<file path="src/amc_pkg.sv">
// Purpose: Shared constants and types for the converter mode/start control block
// Assumes: 8-bit register port, 125 MHz system clock
// Notes: Register offsets below the mode register are locally assigned
package amc_pkg;

  // Register offsets
  localparam logic [19:0] MODE_OFS = 20'hFFF30;
  localparam logic [19:0] RES_OFS = 20'hF0010;
  localparam logic [19:0] GATE_OFS = 20'hF00F0;
  localparam logic [19:0] IRQ_STAT_OFS = 20'hF0100;
  localparam logic [19:0] IRQ_MASK_OFS = 20'hF0101;
  localparam logic [19:0] STATUS_OFS = 20'hF0102;

  // Mode register field positions
  localparam int RUN_BIT = 7;
  localparam int DIV_HI_BIT = 4;
  localparam int DIV_LO_BIT = 3;
  localparam int SHORT_BIT = 1;
  localparam int CMP_BIT = 0;
  localparam logic [7:0] MODE_WMASK = 8'h9B;
  localparam logic [7:0] MODE_RST = 8'h00;

  // Gate register and resolution register field positions
  localparam int GATE_BIT = 5;
  localparam int RES_BIT = 0;

  // Conversion lengths in conversion clocks
  localparam logic [4:0] LEN_10_LONG = 5'h17;
  localparam logic [4:0] LEN_10_SHORT = 5'h11;
  localparam logic [4:0] LEN_8_LONG = 5'h15;
  localparam logic [4:0] LEN_8_SHORT = 5'h0F;
  localparam logic [4:0] SAMP_LONG = 5'h09;
  localparam logic [4:0] SAMP_SHORT = 5'h03;

  // Comparator settle time
  localparam int SETTLE_NS = 100;
  localparam int CLK_MHZ = 125;
  localparam int SETTLE_CYC = (SETTLE_NS * CLK_MHZ + 999) / 1000;

  // Mode register contents
  typedef struct packed {
    logic run;
    logic [1:0] div_sel;
    logic short_sample;
    logic cmp_en;
  } amc_mode_t;

  // Register port request
  typedef struct packed {
    logic [19:0] addr;
    logic [7:0] wdata;
    logic wr;
    logic rd;
  } amc_req_t;

  typedef enum logic [1:0] {
    ST_IDLE = 2'b00,
    ST_SAMPLE = 2'b01,
    ST_CONVERT = 2'b10
  } amc_state_t;

endpackage

</file>
<file path="src/amc_clk_div.sv">
// Purpose: Conversion clock tick generator, system clock divided by 8, 4, 2 or 1
// Assumes: run_i low restarts the prescaler
// Notes: tick_o is a one-cycle pulse per conversion clock
`timescale 1ns/1ns
module amc_clk_div (
  input wire logic clk_i,
  input wire logic rst_i,
  input wire logic run_i,
  input wire logic [1:0] div_sel_i,
  output logic tick_o
);
  logic [2:0] cnt_q;
  logic [2:0] cnt_d;
  logic [2:0] last;

  always_comb begin
    unique case (div_sel_i)
      2'b00: last = 3'h7;
      2'b01: last = 3'h3;
      2'b10: last = 3'h1;
      2'b11: last = 3'h0;
    endcase
    cnt_d = (!run_i || cnt_q >= last) ? 3'h0 : cnt_q + 3'h1;
    tick_o = run_i && (cnt_q >= last);
  end

  // Prescaler count
  always_ff @(posedge clk_i) begin
    if (rst_i) begin
      cnt_q <= 3'h0;
    end else begin
      cnt_q <= cnt_d;
    end
  end
endmodule // amc_clk_div

</file>
<file path="src/amc_mode_ctrl.sv">
// Purpose: Mode register, start/stop and conversion timing of the converter
// Assumes: register port strobes one cycle, read data valid the next cycle
// Notes: interrupt status bit 0 is conversion done, write one to clear
// Contract
// - Converter runs only while run bit is one, else stopped or standby
// - Run bit clears on a written zero or at conversion end
// - Run bit sets only by writing one while comparator enable is one
// - Writing run one with both bits zero leaves run zero
// - Comparator is enabled exactly while the comparator enable bit is one
// - Divider codes give clk/8,4,2,1; 10-bit length 23 or 17 clocks
// - Resolution bit zero selects 10-bit, one selects 8-bit
// - 8-bit conversions last 21 or 15 conversion clocks
// - Every conversion completion while the gate bit is one sets the conversion done interrupt status bit
// - Gate bit zero holds converter in reset, ignoring register writes except to the gate register
`timescale 1ns/1ns
module amc_mode_ctrl (
  input wire logic clk_i,
  input wire logic rst_i,
  input wire logic [19:0] addr_i,
  input wire logic [7:0] wdata_i,
  input wire logic wr_i,
  input wire logic rd_i,
  output logic [7:0] rdata_o,
  output logic cmp_enable_o,
  output logic sample_o,
  output logic convert_o,
  output logic resolution_8bit_o,
  output logic conversion_done_o,
  output logic first_result_unsettled_o,
  output logic conversion_done_irq_o
);
  amc_pkg::amc_req_t req;
  amc_pkg::amc_mode_t mode_q, mode_d;
  amc_pkg::amc_state_t state_q, state_d;
  logic gate_q, gate_d;
  logic res_q, res_d;
  logic stat_q, stat_d;
  logic mask_q, mask_d;
  logic unsettled_q, unsettled_d;
  logic [4:0] cnt_q, cnt_d;
  logic [7:0] rdata_q, rdata_d;
  logic tick;
  logic settled;
  logic done;
  logic [4:0] samp_len;
  logic [4:0] conv_len;
  logic [7:0] mode_rd;

  assign req = '{addr: addr_i, wdata: wdata_i, wr: wr_i, rd: rd_i};

  amc_clk_div u_div (
    .clk_i(clk_i),
    .rst_i(rst_i),
    .run_i(state_q != amc_pkg::ST_IDLE),
    .div_sel_i(mode_q.div_sel),
    .tick_o(tick)
  );

  amc_settle u_settle (
    .clk_i(clk_i),
    .rst_i(rst_i),
    .cmp_en_i(mode_q.cmp_en),
    .settled_o(settled)
  );

  always_comb begin
    samp_len = mode_q.short_sample ? amc_pkg::SAMP_SHORT : amc_pkg::SAMP_LONG;
    if (res_q) begin
      conv_len = mode_q.short_sample ? amc_pkg::LEN_8_SHORT : amc_pkg::LEN_8_LONG;
    end else begin
      conv_len = mode_q.short_sample ? amc_pkg::LEN_10_SHORT : amc_pkg::LEN_10_LONG;
    end
  end

  // final conversion clock ends the conversion
  // A stop written in the last cycle of a conversion comes too late; the conversion still completes
  assign done = (state_q == amc_pkg::ST_CONVERT) && mode_q.run && tick &&
                (cnt_q == conv_len - 5'h01);

  // sequencer: sampling clocks, then conversion clocks
  always_comb begin
    state_d = state_q;
    cnt_d = cnt_q;
    unique case (state_q)
      amc_pkg::ST_IDLE: begin
        cnt_d = 5'h00;
        if (mode_q.run) begin
          state_d = amc_pkg::ST_SAMPLE;
        end
      end
      amc_pkg::ST_SAMPLE: begin
        if (tick) begin
          cnt_d = cnt_q + 5'h01;
          if (cnt_q == samp_len - 5'h01) begin
            state_d = amc_pkg::ST_CONVERT;
          end
        end
      end
      amc_pkg::ST_CONVERT: begin
        if (tick) begin
          cnt_d = cnt_q + 5'h01;
        end
        if (done) begin
          state_d = amc_pkg::ST_IDLE;
        end
      end
      default: begin
        state_d = amc_pkg::ST_IDLE;
      end
    endcase
    // stopping the run bit aborts the conversion
    if (!mode_q.run || !gate_q) begin
      state_d = amc_pkg::ST_IDLE;
      cnt_d = 5'h00;
    end
  end

  // Register writes and run bit control
  always_comb begin
    mode_d = mode_q;
    gate_d = gate_q;
    res_d = res_q;
    mask_d = mask_q;
    stat_d = stat_q;
    unsettled_d = unsettled_q;
    if (done) begin
      mode_d.run = 1'b0;
    end
    if (req.wr && req.addr == amc_pkg::GATE_OFS) begin
      gate_d = req.wdata[amc_pkg::GATE_BIT];
    end
    if (req.wr && gate_q) begin
      if (req.addr == amc_pkg::MODE_OFS) begin
        mode_d.cmp_en = req.wdata[amc_pkg::CMP_BIT];
        mode_d.div_sel = {req.wdata[amc_pkg::DIV_HI_BIT], req.wdata[amc_pkg::DIV_LO_BIT]};
        mode_d.short_sample = req.wdata[amc_pkg::SHORT_BIT];
        // set only when comparator already enabled
        if (req.wdata[amc_pkg::RUN_BIT]) begin
          if (mode_q.cmp_en && req.wdata[amc_pkg::CMP_BIT] && !mode_q.run) begin
            mode_d.run = 1'b1;
            unsettled_d = !settled;
          end
        end else begin
          mode_d.run = 1'b0;
        end
        // disabling the comparator stops the run
        if (!req.wdata[amc_pkg::CMP_BIT]) begin
          mode_d.run = 1'b0;
        end
      end
      if (req.addr == amc_pkg::RES_OFS) begin
        res_d = req.wdata[amc_pkg::RES_BIT];
      end
      if (req.addr == amc_pkg::IRQ_MASK_OFS) begin
        mask_d = req.wdata[0];
      end
      if (req.addr == amc_pkg::IRQ_STAT_OFS && req.wdata[0]) begin
        stat_d = 1'b0;
      end
    end
    // set wins over a clearing write
    if (done) begin
      stat_d = 1'b1;
    end
    if (!gate_q) begin
      mode_d = '0;
      res_d = 1'b0;
      mask_d = 1'b0;
      stat_d = 1'b0;
      unsettled_d = 1'b0;
    end
  end

  // Read mux
  always_comb begin
    mode_rd = amc_pkg::MODE_RST;
    mode_rd[amc_pkg::RUN_BIT] = mode_q.run;
    mode_rd[amc_pkg::DIV_HI_BIT] = mode_q.div_sel[1];
    mode_rd[amc_pkg::DIV_LO_BIT] = mode_q.div_sel[0];
    mode_rd[amc_pkg::SHORT_BIT] = mode_q.short_sample;
    mode_rd[amc_pkg::CMP_BIT] = mode_q.cmp_en;
    rdata_d = 8'h00;
    if (req.rd) begin
      unique case (req.addr)
        amc_pkg::MODE_OFS: rdata_d = mode_rd;
        amc_pkg::RES_OFS: rdata_d = {7'h00, res_q};
        amc_pkg::GATE_OFS: rdata_d = {2'h0, gate_q, 5'h00};
        amc_pkg::IRQ_STAT_OFS: rdata_d = {7'h00, stat_q};
        amc_pkg::IRQ_MASK_OFS: rdata_d = {7'h00, mask_q};
        amc_pkg::STATUS_OFS: rdata_d = {4'h0, unsettled_q, settled, state_q};
        default: rdata_d = 8'h00;
      endcase
    end
  end

  // State registers
  always_ff @(posedge clk_i) begin
    if (rst_i) begin
      mode_q <= '0;
      state_q <= amc_pkg::ST_IDLE;
      cnt_q <= 5'h00;
      gate_q <= 1'b0;
      res_q <= 1'b0;
      stat_q <= 1'b0;
      mask_q <= 1'b0;
      unsettled_q <= 1'b0;
      rdata_q <= 8'h00;
    end else begin
      mode_q <= mode_d;
      state_q <= state_d;
      cnt_q <= cnt_d;
      gate_q <= gate_d;
      res_q <= res_d;
      stat_q <= stat_d;
      mask_q <= mask_d;
      unsettled_q <= unsettled_d;
      rdata_q <= rdata_d;
    end
  end

  assign cmp_enable_o = mode_q.cmp_en;
  assign sample_o = (state_q == amc_pkg::ST_SAMPLE);
  assign convert_o = (state_q == amc_pkg::ST_CONVERT);
  assign resolution_8bit_o = res_q;
  assign conversion_done_o = done;
  assign first_result_unsettled_o = unsettled_q;
  assign conversion_done_irq_o = stat_q && mask_q;
  assign rdata_o = rdata_q;

  // cycles spent sampling and converting, watched by the length check
  logic [7:0] run_len_q, run_len_d;
  always_comb begin
    run_len_d = (state_q == amc_pkg::ST_IDLE) ? 8'h00 : run_len_q + 8'h01;
  end

  // Length counter register
  always_ff @(posedge clk_i) begin
    if (rst_i) begin
      run_len_q <= 8'h00;
    end else begin
      run_len_q <= run_len_d;
    end
  end
endmodule // amc_mode_ctrl

</file>
<file path="src/amc_settle.sv">
// Purpose: Tracks comparator settle time after enable
// Assumes: cmp_en_i is the comparator enable bit
// Notes: settled_o high once the settle time has passed
`timescale 1ns/1ns
module amc_settle #(
  parameter int CYC = amc_pkg::SETTLE_CYC
) (
  input wire logic clk_i,
  input wire logic rst_i,
  input wire logic cmp_en_i,
  output logic settled_o
);
  logic [7:0] cnt_q;
  logic [7:0] cnt_d;

  // Count up while enabled, saturate at the settle count
  always_comb begin
    if (!cmp_en_i) begin
      cnt_d = 8'h00;
    end else if (cnt_q < 8'(CYC)) begin
      cnt_d = cnt_q + 8'h01;
    end else begin
      cnt_d = cnt_q;
    end
  end

  always_ff @(posedge clk_i) begin
    if (rst_i) begin
      cnt_q <= 8'h00;
    end else begin
      cnt_q <= cnt_d;
    end
  end

  assign settled_o = (cnt_q >= 8'(CYC));
endmodule // amc_settle

</file>
<file path="config.mk">
export PLATFORM = sky130hd
export DESIGN_NAME = amc_mode_ctrl
export DESIGN_NICKNAME = d
export VERILOG_FILES = /design/src/amc_pkg.sv /design/src/amc_clk_div.sv /design/src/amc_mode_ctrl.sv /design/src/amc_settle.sv
export SDC_FILE = /design/constraint.sdc
export NUM_CORES = 1
export LEC_CHECK = 0
export BUFFER_PORTS_ARGS = -buffer_cell sky130_fd_sc_hd__buf_2
export CORE_UTILIZATION = 53
export DETAILED_ROUTE_END_ITERATION = 16
export GPL_TIMING_DRIVEN = 0
export PLACE_DENSITY_LB_ADDON = 0.2
export SYNTH_ARGS = -nofsm -noshare
export SYNTH_HDL_FRONTEND = slang
export SYNTH_SLANG_ARGS = --single-unit
</file>
<file path="constraint.sdc">
create_clock -name clk_i -period 2.98 [get_ports clk_i]
set_clock_uncertainty 0.05 [all_clocks]
set_input_delay 0.596 -clock clk_i [delete_from_list [all_inputs] [get_ports clk_i]]
set_output_delay 0.596 -clock clk_i [all_outputs]
set_load 0.02 [all_outputs]
</file>
======== Word-level counts from Yosys, hierarchy flattened ========
Cells that the tools add are included.
cells by class
  $add $sub $neg .......................... 5
  $mul .................................... 0
  div/mod/pow operators ................... 0
  order comparisons ....................... 3
  equality and inequality tests ........... 18
  shifts and indexed selects .............. 0
  mux-type cells .......................... 22
  bitwise operators ....................... 3
  reduce and logical (&&, ||, !) cells .... 35
operator list
  kind                                                        number
  equality test 20 bit, second input constant                 6
  case mux 8 bit (6 select lines)                             1
  two-way mux 5 bit                                           5
  case mux 3 bit (4 select lines)                             1
  OR reduction 2 bit                                          6
  equality test 5 bit                                         2
  logical AND 1 bit                                           10
  case mux 5 bit (2 select lines)                             1
  AND reduction 2 bit                                         5
  adder 8 x 1 -> 8 bit, second input constant                 1
  >= comparator 8 x 4 -> 1 bit, second input constant         1
  less-than comparator 8 x 4 -> 1 bit, second input constant  1
  two-way mux 2 bit                                           4
  inequality test 2 x 1 -> 1 bit, second input constant       4
  AND reduction 4 bit                                         2
  nonzero test 2 bit                                          4
  two-way mux 1 bit                                           7
  equality test 2 bit, second input constant                  3
  case mux 2 bit (3 select lines)                             1
  adder 5 x 1 -> 5 bit, second input constant                 1
  subtractor 4 x 1 -> 5 bit, second input constant            1
  subtractor 5 x 1 -> 5 bit, second input constant            1
  equality test 2 x 1 -> 1 bit, second input constant         2
  logical NOT 1 bit                                           4
  other kinds (8)                                             12
storage, ports and cells
  flip-flop bits (word level) ............. 36
  bits in latches ......................... 0
  memory bits (writable) .................. 0
  ROM bits ................................ 0
  memories kept ........................... 0

======== Depth between registers and ports, before layout ========
Gate-level depths: netlist (run 1).
  depth after elaboration ................. 12
  mapped depth ............................ 7
  depth with buffers taken out ............ 7

======== Hierarchy ========
A second synthesis (run 1) with hierarchy kept.
second synthesis, totals
  cells, all modules ...................... 226
  area total of the unflattened synthesis .. 2,015.7 um^2
by module, submodules not included
  module         times used  cells each  area each (um^2)  sequential area each (um^2)
  amc_mode_ctrl  1           162         1,426.4           480.5
  amc_settle     1           42          380.4             160.2
  amc_clk_div    1           22          209.0             60.1

======== Least setup slack after synthesis (run 1) ========
OpenSTA, ideal clock, no wires.
  path kind ............................... reg-to-output
  from .................................... register mode_q[3] (netlist name)
  to ...................................... output conversion_done_o
  data arrival time ....................... 1.793 ns
  slack ................................... 0.541 ns
  stages on the path, launching flop included .. 6
  path buffers ............................ 0
  cell sequence ........................... dfxtp_1 or2_2 ha_1 nand2_1 o21a_1 nor3_1
between the ends
  word-level cells in the longest chain between the ends .. 6
  elaborated cells on any way between the ends .. 9
  classes of those cells .................. 1 x order compare; 3 x eq/ne; 1 x mux; 4 x reduce/logical
ends and longest elaborated chain
  element                                      RTL line              text
  start: declaration                           amc_mode_ctrl.sv:33   amc_pkg::amc_mode_t mode_q, mode_d;
  start signal: assignment                     amc_mode_ctrl.sv:209  mode_q <= mode_d;
  equality test 2 bit (tied with other cells)  amc_clk_div.sv:17     unique case (div_sel_i)
  case mux 3 bit (4 select lines) (*)          amc_clk_div.sv:17
  >= comparator 3 bit (*)                      amc_clk_div.sv:24     tick_o = run_i && (cnt_q >= last);
  logical AND 1 bit (*)                        amc_clk_div.sv:24
  logical AND 1 bit (*) (2 in a row)           amc_mode_ctrl.sv:77   assign done = (state_q == amc_pkg::ST_CONVERT) && mode_q.run && tick &&
  end: declaration                             amc_mode_ctrl.sv:28   output logic conversion_done_o,
Mark *: on every way between the ends. The rest lies on a longest branch, timed or not.

======== Worst setup path in the final report (run 1) ========
Ends and elaborated chain as after synthesis.

==> results of run 1 <==
-- area by class of cell --
class	count	area (um^2)
timing repair buffer	43	215.2
fill	327	1250
buffer	5	22.52
inverter	12	45.04
tap	48	60.06
clock inverter	2	35.03
multi-input combinational	176	1250
clock buffer	6	82.58
sequential	35	700.7
-- synthesized netlist by cell type, types with 3 or more instances --
library cell,count
dfxtp_1,35
nor2_1,24
nand2_1,19
ha_1,13
inv_1,12
mux2i_1,10
a21oi_1,8
and2_1,8
nand3_1,8
nand4_1,8
o21ai_0,5
a22oi_1,4
clkbuf_1,4
nor2b_1,4
nor3_1,4
nor4_1,4
o21a_1,4
nand2b_1,3
nor4_2,3
or4_4,3
xnor2_1,3
xor2_1,3
-- registers in the layout, summed over array words and instances, names as in the netlist --
name	cells
resolution_8bit_o	1
gate_q	1
mode_q	4
cnt_q	5
u_div.cnt_q	3
u_settle.cnt_q	8
stat_q	1
mask_q	1
first_result_unsettled_o	1
rdata_o	7
cmp_enable_o	1
state_q	2
-- per-stage QoR --
step	hold slack, ns	instance area (um^2)
5_1_grt	0.4298	2411
3_3_place_gp	0.3759	2288
6_report	0.4093	2411
3_5_place_dp	0.3956	2288
2_1_floorplan	0.3673	2013
4_1_cts	0.4101	2406
-- critical path: stages, from the launching register on --
cell	delay [ns]
dfxtp_1	0.34
or2_2	0.30
ha_1	0.31
nand2_1	0.07
o21a_1	0.26
nor3_2	0.35
buf_2	0.23
-- kinds of logic (layout without fill, tap and decap cells) --
logic type	count (synthesis)	count (layout)	share of synthesized area (%)
xor gates and xnor gates	6	6	2.611
muxes	11	11	5.532
DFF	35	35	34.80
buffers and inverters	17	68	3.356
other	1	1	0.1863
AOI/OAI and AO/OA	35	35	12.37
and+or+nand+nor	110	110	33.07
adders and majority gates	13	13	8.080
-- where the power goes --
group | leakage (nW) | switching [W] | internal [W]
Clock | 0.0612 | 0.000166 | 0.000271
Combinational | 0.618 | 0.0000247 | 0.0000213
Sequential | 0.282 | 0.00000000000936 | 0.000467
Total | 0.961 | 0.000191 | 0.000759
-- metal layers --
| layer | up-vias | GRT usage, % | part of all wire (%) | routed length, um |
|---|---|---|---|---|
| met5 | - | 0 | 0 | 0 |
| met4 | 0 | 8.807 | 1.5 | 63 |
| met3 | 7 | 6.703 | 6.1 | 256 |
| met2 | 55 | 35.24 | 45 | 1902 |
| met1 | 810 | 29.40 | 47 | 1996 |
| li1 | 926 | - | - | - |
-- worst max-delay path by stage --
| stage | from | endpoint | slack (ns) | depth (start not counted) |
|---|---|---|---|---|
| 3_3_place_gp | mode_q[3] | conversion_done_o | 0.41 | 6 |
| 4_1_cts | mode_q[3] | conversion_done_o | 0.05 | 6 |
| 2_1_floorplan | mode_q[3] | conversion_done_o | 0.54 | 5 |
| 3_5_place_dp | mode_q[3] | conversion_done_o | 0.38 | 6 |
| 5_1_grt | mode_q[3] | conversion_done_o | 0.13 | 6 |
| 6_report | mode_q[3] | conversion_done_o | 0.19 | 6 |
-- what timing repair did --
action	CTS	global route
gates resized for setup	0	1
endpoints found under the setup margin	0	1
hold endpoints to repair	0	0
==> metrics.txt, run 1 <==
Die H 63.63 um; Post-route DRC 0; CTS tree done; headroom to the max-slew limit 49.35%; Worst R2R Setup Slack 0.49 ns; post-synth top area cell dfxtp_1; fin crit period 2.789 ns; clk_lat worst skew 0.28 ns; fin. max-slew vios 0; Mapped Cells 228; Initial Util 54.99%; Rows 22; share of the synthesized area in the top cell type 34.80%; reg2reg start mode_q[3]; dominant register cell in the synthesized netlist dfxtp_1; DRT Pass-1 Iters 4; postcts setup bufs 0; worst r2r dst state_q[0]; sequential area share after synthesis 34.80%; maximum vdd drop 338.3 uV; fraction of layout instances using a drive strength above 1 26.88%; commonest non-fill, non-tap cells in the layout buf_2 (43), dfxtp_1 (35), nor2_1 (24); CTS Buf Count 5; routed wire length per instance 12.90 um; CP max FO 6; Reg2Reg Depth 7; die area 4049 um^2; Hold Startpoint u_div.cnt_q[0]; Yosys warning total 0; hold crit path type reg -> reg; Reg clk slew, reported paths 0.07 ns; Final WS setup 0.1907 ns; largest net degree at the start of global routing 12; average via count per standard cell 5.498; antenna-violating nets left 0; Total Nets Final 323; commonest non-fill, non-tap cell in the layout buf_2; Non-Filler Instances 327; first-pass GRT wire length 7.148 mm; initial DRC count 129; number of global-route vias before repair 1578; hold path depth 1; Antenna diodes 0; initial antenna violation count 0; Fin. Hold Viols 0; critical path class reg -> out; final setup fails 0; DP HPWL 3.204 mm; RD Place Congestion 0.8306; I/O pin count 47; Netlist cell types 54; CTS H-tree depth 2; synthesis-to-finish area growth 19.76%; CTS Root Cell clkbuf_8; synthesized flop and latch total 35; fin util 65.86%; Synth async-reset ratio 0%; Area contributors post-synth dfxtp_1 (35%), ha_1 (8.1%), mux2i_1 (5.0%), nor2_1 (4.5%), nand2_1 (3.5%); Power Dens Cells 394.1 nW/um^2; status finished clean; Max Clock Freq 0.3585 GHz; EDFF count, synth 0; Tcrit/Tclk final 93.60%; grt total ovfl 0; Total Routed Length 4.219 mm; Max-Cap Viols 0; Power, Total 0.0009501 W; CTS max path bufs 2; vias 1798; placed cells 319; GRT Total Usage 22.73%; Port Buffers 43; Hold Buf Count CTS 0; Worst setup SP type flop; core area 3661 um^2; Hold EP u_div.cnt_q[0]; Lkg Pwr 0.9611 nW; CP endpoint kind primary output; CP required 2.33 ns; dpl ws 0.3774 ns; setup TNS 0 ns; Worst Path Arrival 2.14 ns; RSZ-0062 raised after global routing false; die width 63.63 um; worst slew pin tran 0.7518 ns; syn_area_per_cell 8.830 um^2; Sink Count 35; cell area after synthesis 2013 um^2; Post-Syn Nets 273
No activity file was read; power rests on OpenSTA's default activity.
==> inputs of run 2 (changes only) <==
--- a/config.mk
+++ b/config.mk
@@ -10,6 +10,7 @@
 export DETAILED_ROUTE_END_ITERATION = 16
 export GPL_TIMING_DRIVEN = 0
 export PLACE_DENSITY_LB_ADDON = 0.2
+export RECOVER_POWER = 50
 export SYNTH_ARGS = -nofsm -noshare
 export SYNTH_HDL_FRONTEND = slang
 export SYNTH_SLANG_ARGS = --single-unit
==> constraint.sdc (replaced) <==
create_clock -name clk_i -period 2.98 [get_ports clk_i]
set_clock_uncertainty 0.05 [all_clocks]
set_input_delay 0.596 -clock clk_i [delete_from_list [all_inputs] [get_ports clk_i]]
set_output_delay 0.596 -clock clk_i [all_outputs]
set_load 0.005 [all_outputs]
==> run 2 against run 1 <==
- routed wire length grew 0.28%
- sequential power about the same
- register-to-register slack improved by 0.03 ns
- cell area decreased by 0.78%
- critical path depth unchanged
- hold slack is essentially flat
- global-route usage unchanged
- power about the same
- clock power barely moved
- critical endpoint unchanged
==> metrics.txt, run 2 (synthesis results as in run 1) <==
RD Place Congestion 0.8306; commonest non-fill, non-tap cell in the layout buf_2; I/O pin count 47; grt total ovfl 0; Lkg Pwr 0.9404 nW; Rows 22; initial DRC count 149; first-pass GRT wire length 7.148 mm; fin. max-slew vios 0; Post-route DRC 0; Die H 63.63 um; vias 1812; Port Buffers 43; Total Nets Final 323; CP max FO 6; Antenna diodes 0; Reg2Reg Depth 7; critical path class reg -> out; Worst setup SP type flop; CTS Root Cell clkbuf_8; Tcrit/Tclk final 96.04%; Total Routed Length 4.231 mm; Max Clock Freq 0.3494 GHz; Reg clk slew, reported paths 0.07 ns; Worst Path Arrival 2.22 ns; die area 4049 um^2; commonest non-fill, non-tap cells in the layout buf_2 (39), dfxtp_1 (35), nor2_1 (24); sequential cell area 700.7 um^2; Sink Count 35; Hold Startpoint u_div.cnt_q[0]; Hold Buf Count CTS 0; clk_lat worst skew 0.28 ns; final setup fails 0; CTS max path bufs 2; CTS H-tree depth 2; Power Dens Cells 397.0 nW/um^2; GRT Total Usage 22.73%; hold crit path type reg -> reg; CP endpoint kind primary output; hold path depth 1; antenna-violating nets left 0; synthesis-to-finish area growth 18.83%; maximum vdd drop 338.0 uV; Hold EP u_div.cnt_q[0]; CP required 2.33 ns; average via count per standard cell 5.541; RSZ-0062 raised after global routing false; CTS tree done; postcts setup bufs 0; fin crit period 2.862 ns; number of global-route vias before repair 1578; fin util 65.35%; Worst R2R Setup Slack 0.52 ns; max reg flops 8; DRT Pass-1 Iters 4; DP HPWL 3.204 mm; headroom to the max-slew limit 50.94%; core area 3661 um^2; reg2reg start mode_q[3]; filler instances 331; Initial Util 54.99%; Fin. Hold Viols 0; setup TNS 0 ns; Top reg by flops u_settle.cnt_q; worst slew pin tran 0.7281 ns; routed wire length per instance 12.94 um; Max-Cap Viols 0; CTS resizes 0; initial antenna violation count 0; footprint of the multi-input gates 1236 um^2; die width 63.63 um; largest net degree at the start of global routing 12; fraction of layout instances using a drive strength above 1 24.37%; status finished clean; worst r2r dst state_q[0]; CTS Buf Count 5
-- run 2: changes by cell type in the layout (fill, tap and decap cells not counted), sizes merged --
cell / change
buf: -4
clkbuf: +4
-- run 2: per-stage QoR --
stage	hold WS, ns	instances	instance area (um^2)	power (W)	setup WS (ns)
5_1_grt	0.4365	327	2392	0.0009934	0.04552
4_1_cts	0.4101	327	2406	0.0009621	0.1051
3_3_place_gp	0.3759	319	2288	0.0005226	0.4161
3_5_place_dp	0.3956	319	2288	0.0005227	0.4314
6_report	0.4096	327	2392	0.0009497	0.1179
2_1_floorplan	0.3673	228	2013	0.0004928	0.6968
-- run 2: power by group --
group	total, W	internal, W	switching, W
registers	0.000467	0.000467	0.00000000000979
logic	0.0000443	0.0000208	0.0000236
clock network	0.000438	0.000271	0.000167
-- run 2: worst max-delay path by stage --
stage | from | endpoint | slack [ns] | cells past startpoint
3_3_place_gp | addr_i[0] | rdata_o[2] | 0.42 | 6
6_report | mode_q[3] | conversion_done_o | 0.12 | 6
2_1_floorplan | addr_i[9] | stat_q | 0.70 | 5
3_5_place_dp | mode_q[3] | conversion_done_o | 0.43 | 6
4_1_cts | mode_q[3] | conversion_done_o | 0.11 | 6
5_1_grt | mode_q[3] | conversion_done_o | 0.05 | 6
-- run 2: critical path: stages (launching register included) --
cell and delay (ns):
dfxtp_1 0.34, or2_2 0.30, ha_1 0.31, nand2_1 0.07
o21a_1 0.25, nor3_1 0.46, buf_2 0.21
-- run 2: area by class of cell --
class,instances,area share [%]
Tap cell,48,2.510
Sequential cell,35,29.29
Clock inverter,2,1.464
Clock buffer,6,3.452
Multi-Input combinational cell,176,51.67
Timing Repair Buffer,43,8.787
Inverter,12,1.883
Buffer,5,0.9414
-- run 2: metal layers --
| layer | global-route usage, % | vias to the layer above | part of all wire [%] |
|---|---|---|---|
| met5 | 0 | - | 0 |
| met4 | 8.807 | 0 | 1.5 |
| met3 | 6.703 | 7 | 4.4 |
| met2 | 35.24 | 38 | 45 |
| met1 | 29.40 | 839 | 49 |
| li1 | - | 928 | - |
==> inputs of run 3 (changes only) <==
--- a/config.mk
+++ b/config.mk
@@ -6,11 +6,13 @@
 export NUM_CORES = 1
 export LEC_CHECK = 0
 export BUFFER_PORTS_ARGS = -buffer_cell sky130_fd_sc_hd__buf_2
+export CORE_MARGIN = 2
 export CORE_UTILIZATION = 53
 export DETAILED_ROUTE_END_ITERATION = 16
 export GPL_TIMING_DRIVEN = 0
 export PLACE_DENSITY_LB_ADDON = 0.2
 export RECOVER_POWER = 50
+export SETUP_SLACK_MARGIN = 0.5
 export SYNTH_ARGS = -nofsm -noshare
 export SYNTH_HDL_FRONTEND = slang
 export SYNTH_SLANG_ARGS = --single-unit
==> run 3 against run 2 <==
- cell area up 0.94%
- power down 12%
- utilization up 0.62 points
- die area up 6.4%
==> metrics.txt, run 3 (synthesis results as in run 1) <==
status finished clean; maximum vdd drop 395.4 uV; Post-route DRC 0; CP max FO 6; slowest CP cell o21ai_0; Sw Ratio 21.73%; Power, Total 0.0008334 W; RD Place Congestion 0.8280; CTS Root Cell clkbuf_8; DP HPWL 3.322 mm; CP bufs+invs 0; Max Clock Freq 0.4139 GHz; clk_lat worst skew 0.28 ns; Initial Util 54.99%; GRT Total Usage 21.86%; CTS max path bufs 2; number of global-route vias before repair 1641; Worst Path Arrival 2.55 ns; grt total ovfl 0; Comb power frac 5.4%; Seq pwr share 56.1%; fin crit period 2.416 ns; CP endpoint kind flop; initial antenna violation count 0; dpl ws 0.4310 ns; first-pass GRT wire length 7.314 mm; P_sw 0.0001811 W; Max-Cap Viols 0; Total Nets Final 325; Die H 65.63 um; Reg clk slew, reported paths 0.07 ns; Tcrit/Tclk final 81.07%; Worst setup SP type flop; Lkg Pwr 0.9471 nW; Int Power 0.0006523 W; hold crit path type reg -> reg; Port Buffers 43; Sink Count 35; core area 3661 um^2; vias 1840; worst slew pin tran 0.7600 ns; fraction of layout instances using a drive strength above 1 26.69%; initial DRC count 111; synthesis-to-finish area growth 19.95%; average via count per standard cell 5.593; RSZ-0062 raised after global routing false; Power Dens Cells 345.1 nW/um^2; die width 65.63 um; I/O pin count 47; Antenna diodes 0; die area 4307 um^2; clock share of power 38.5%; commonest non-fill, non-tap cells in the layout buf_2 (40), dfxtp_1 (35), nor2_1 (24); CP required 3.11 ns; max reg flops 8; fin. max-slew vios 0; headroom to the max-slew limit 48.80%; filler instances 325; Rows 22; CTS H-tree depth 2; setup TNS 0 ns; placed cells 319; commonest non-fill, non-tap cell in the layout buf_2; routed wire length per instance 13.33 um; DRT Pass-1 Iters 4; crit-path cells or2_4 -> ha_4 -> nand2_1 -> o21ai_0 -> a31oi_1 -> or4_1 -> o31ai_1; Fin. Hold Viols 0; Top delay family on crit path compound AO/OA/AOI/OAI gates; Max stage delay on crit path 0.60 ns; largest net degree at the start of global routing 11; Hold Slack 0.4063 ns; final setup fails 0; CTS tree done; antenna-violating nets left 0; CTS Buf Count 5; footprint of the multi-input gates 1279 um^2; sequential cell area 700.7 um^2; Final WS setup 0.5641 ns; Total Routed Length 4.387 mm; Top reg by flops u_settle.cnt_q; critical path class reg -> reg; Non-Filler Instances 329
run 3: final timing paths:
| path | startpoint | to | slack [ns] | cells past startpoint |
|---|---|---|---|---|
| max | mode_q[3] | state_q[0] | 0.56 | 7 |
| min | u_div.cnt_q[0] | u_div.cnt_q[0] | 0.41 | 1 |
| max reg2reg | mode_q[3] | state_q[0] | 0.56 | 7 |
| min reg2reg | u_div.cnt_q[0] | u_div.cnt_q[0] | 0.41 | 1 |
run 3: final cells by class:
cell class | count | share of cell area, %
inverter | 12 | 1.865
timing repair buffer | 45 | 9.378
multi-input combinational | 176 | 52.95
tap | 48 | 2.487
clock buffer | 7 | 3.161
buffer | 5 | 0.9326
clock inverter | 1 | 0.2073
sequential | 35 | 29.02
run 3: power by group through the flow:
stage | logic [W] | registers (W) | clock network (W)
floorplan | 0.0000146 | 0.000478 | 0
global placement | 0.0000444 | 0.000478 | 0
detailed placement | 0.0000446 | 0.000478 | 0
CTS | 0.0000449 | 0.000468 | 0.000331
global route | 0.0000481 | 0.000467 | 0.000351
finish | 0.0000447 | 0.000468 | 0.000321
run 3: what timing repair did:
item                                   4_1_cts  5_1_grt
setup endpoints to repair                    1        4
resized for setup                            3        7
endpoints found under the hold margin        0        0
setup buffers                                2        0
hold buffers                                 0        0
pin swaps                                    1        2
run 3: per-stage QoR:
| step | utilization [%] | cell area [um^2] |
|---|---|---|
| floorplan | - | 2013 |
| global placement | 62.51 | 2288 |
| detailed placement | 62.51 | 2288 |
| CTS | 65.48 | 2397 |
| global route | 65.96 | 2415 |
| finish | 65.96 | 2415 |
run 3: per-layer routing:
metal,GRT usage [%],vias to the layer above,routed length (um)
li1,-,936,-
met1,28.21,839,1925
met2,35.86,58,2103
met3,4.966,7,294
met4,7.292,0,64
met5,0,-,0
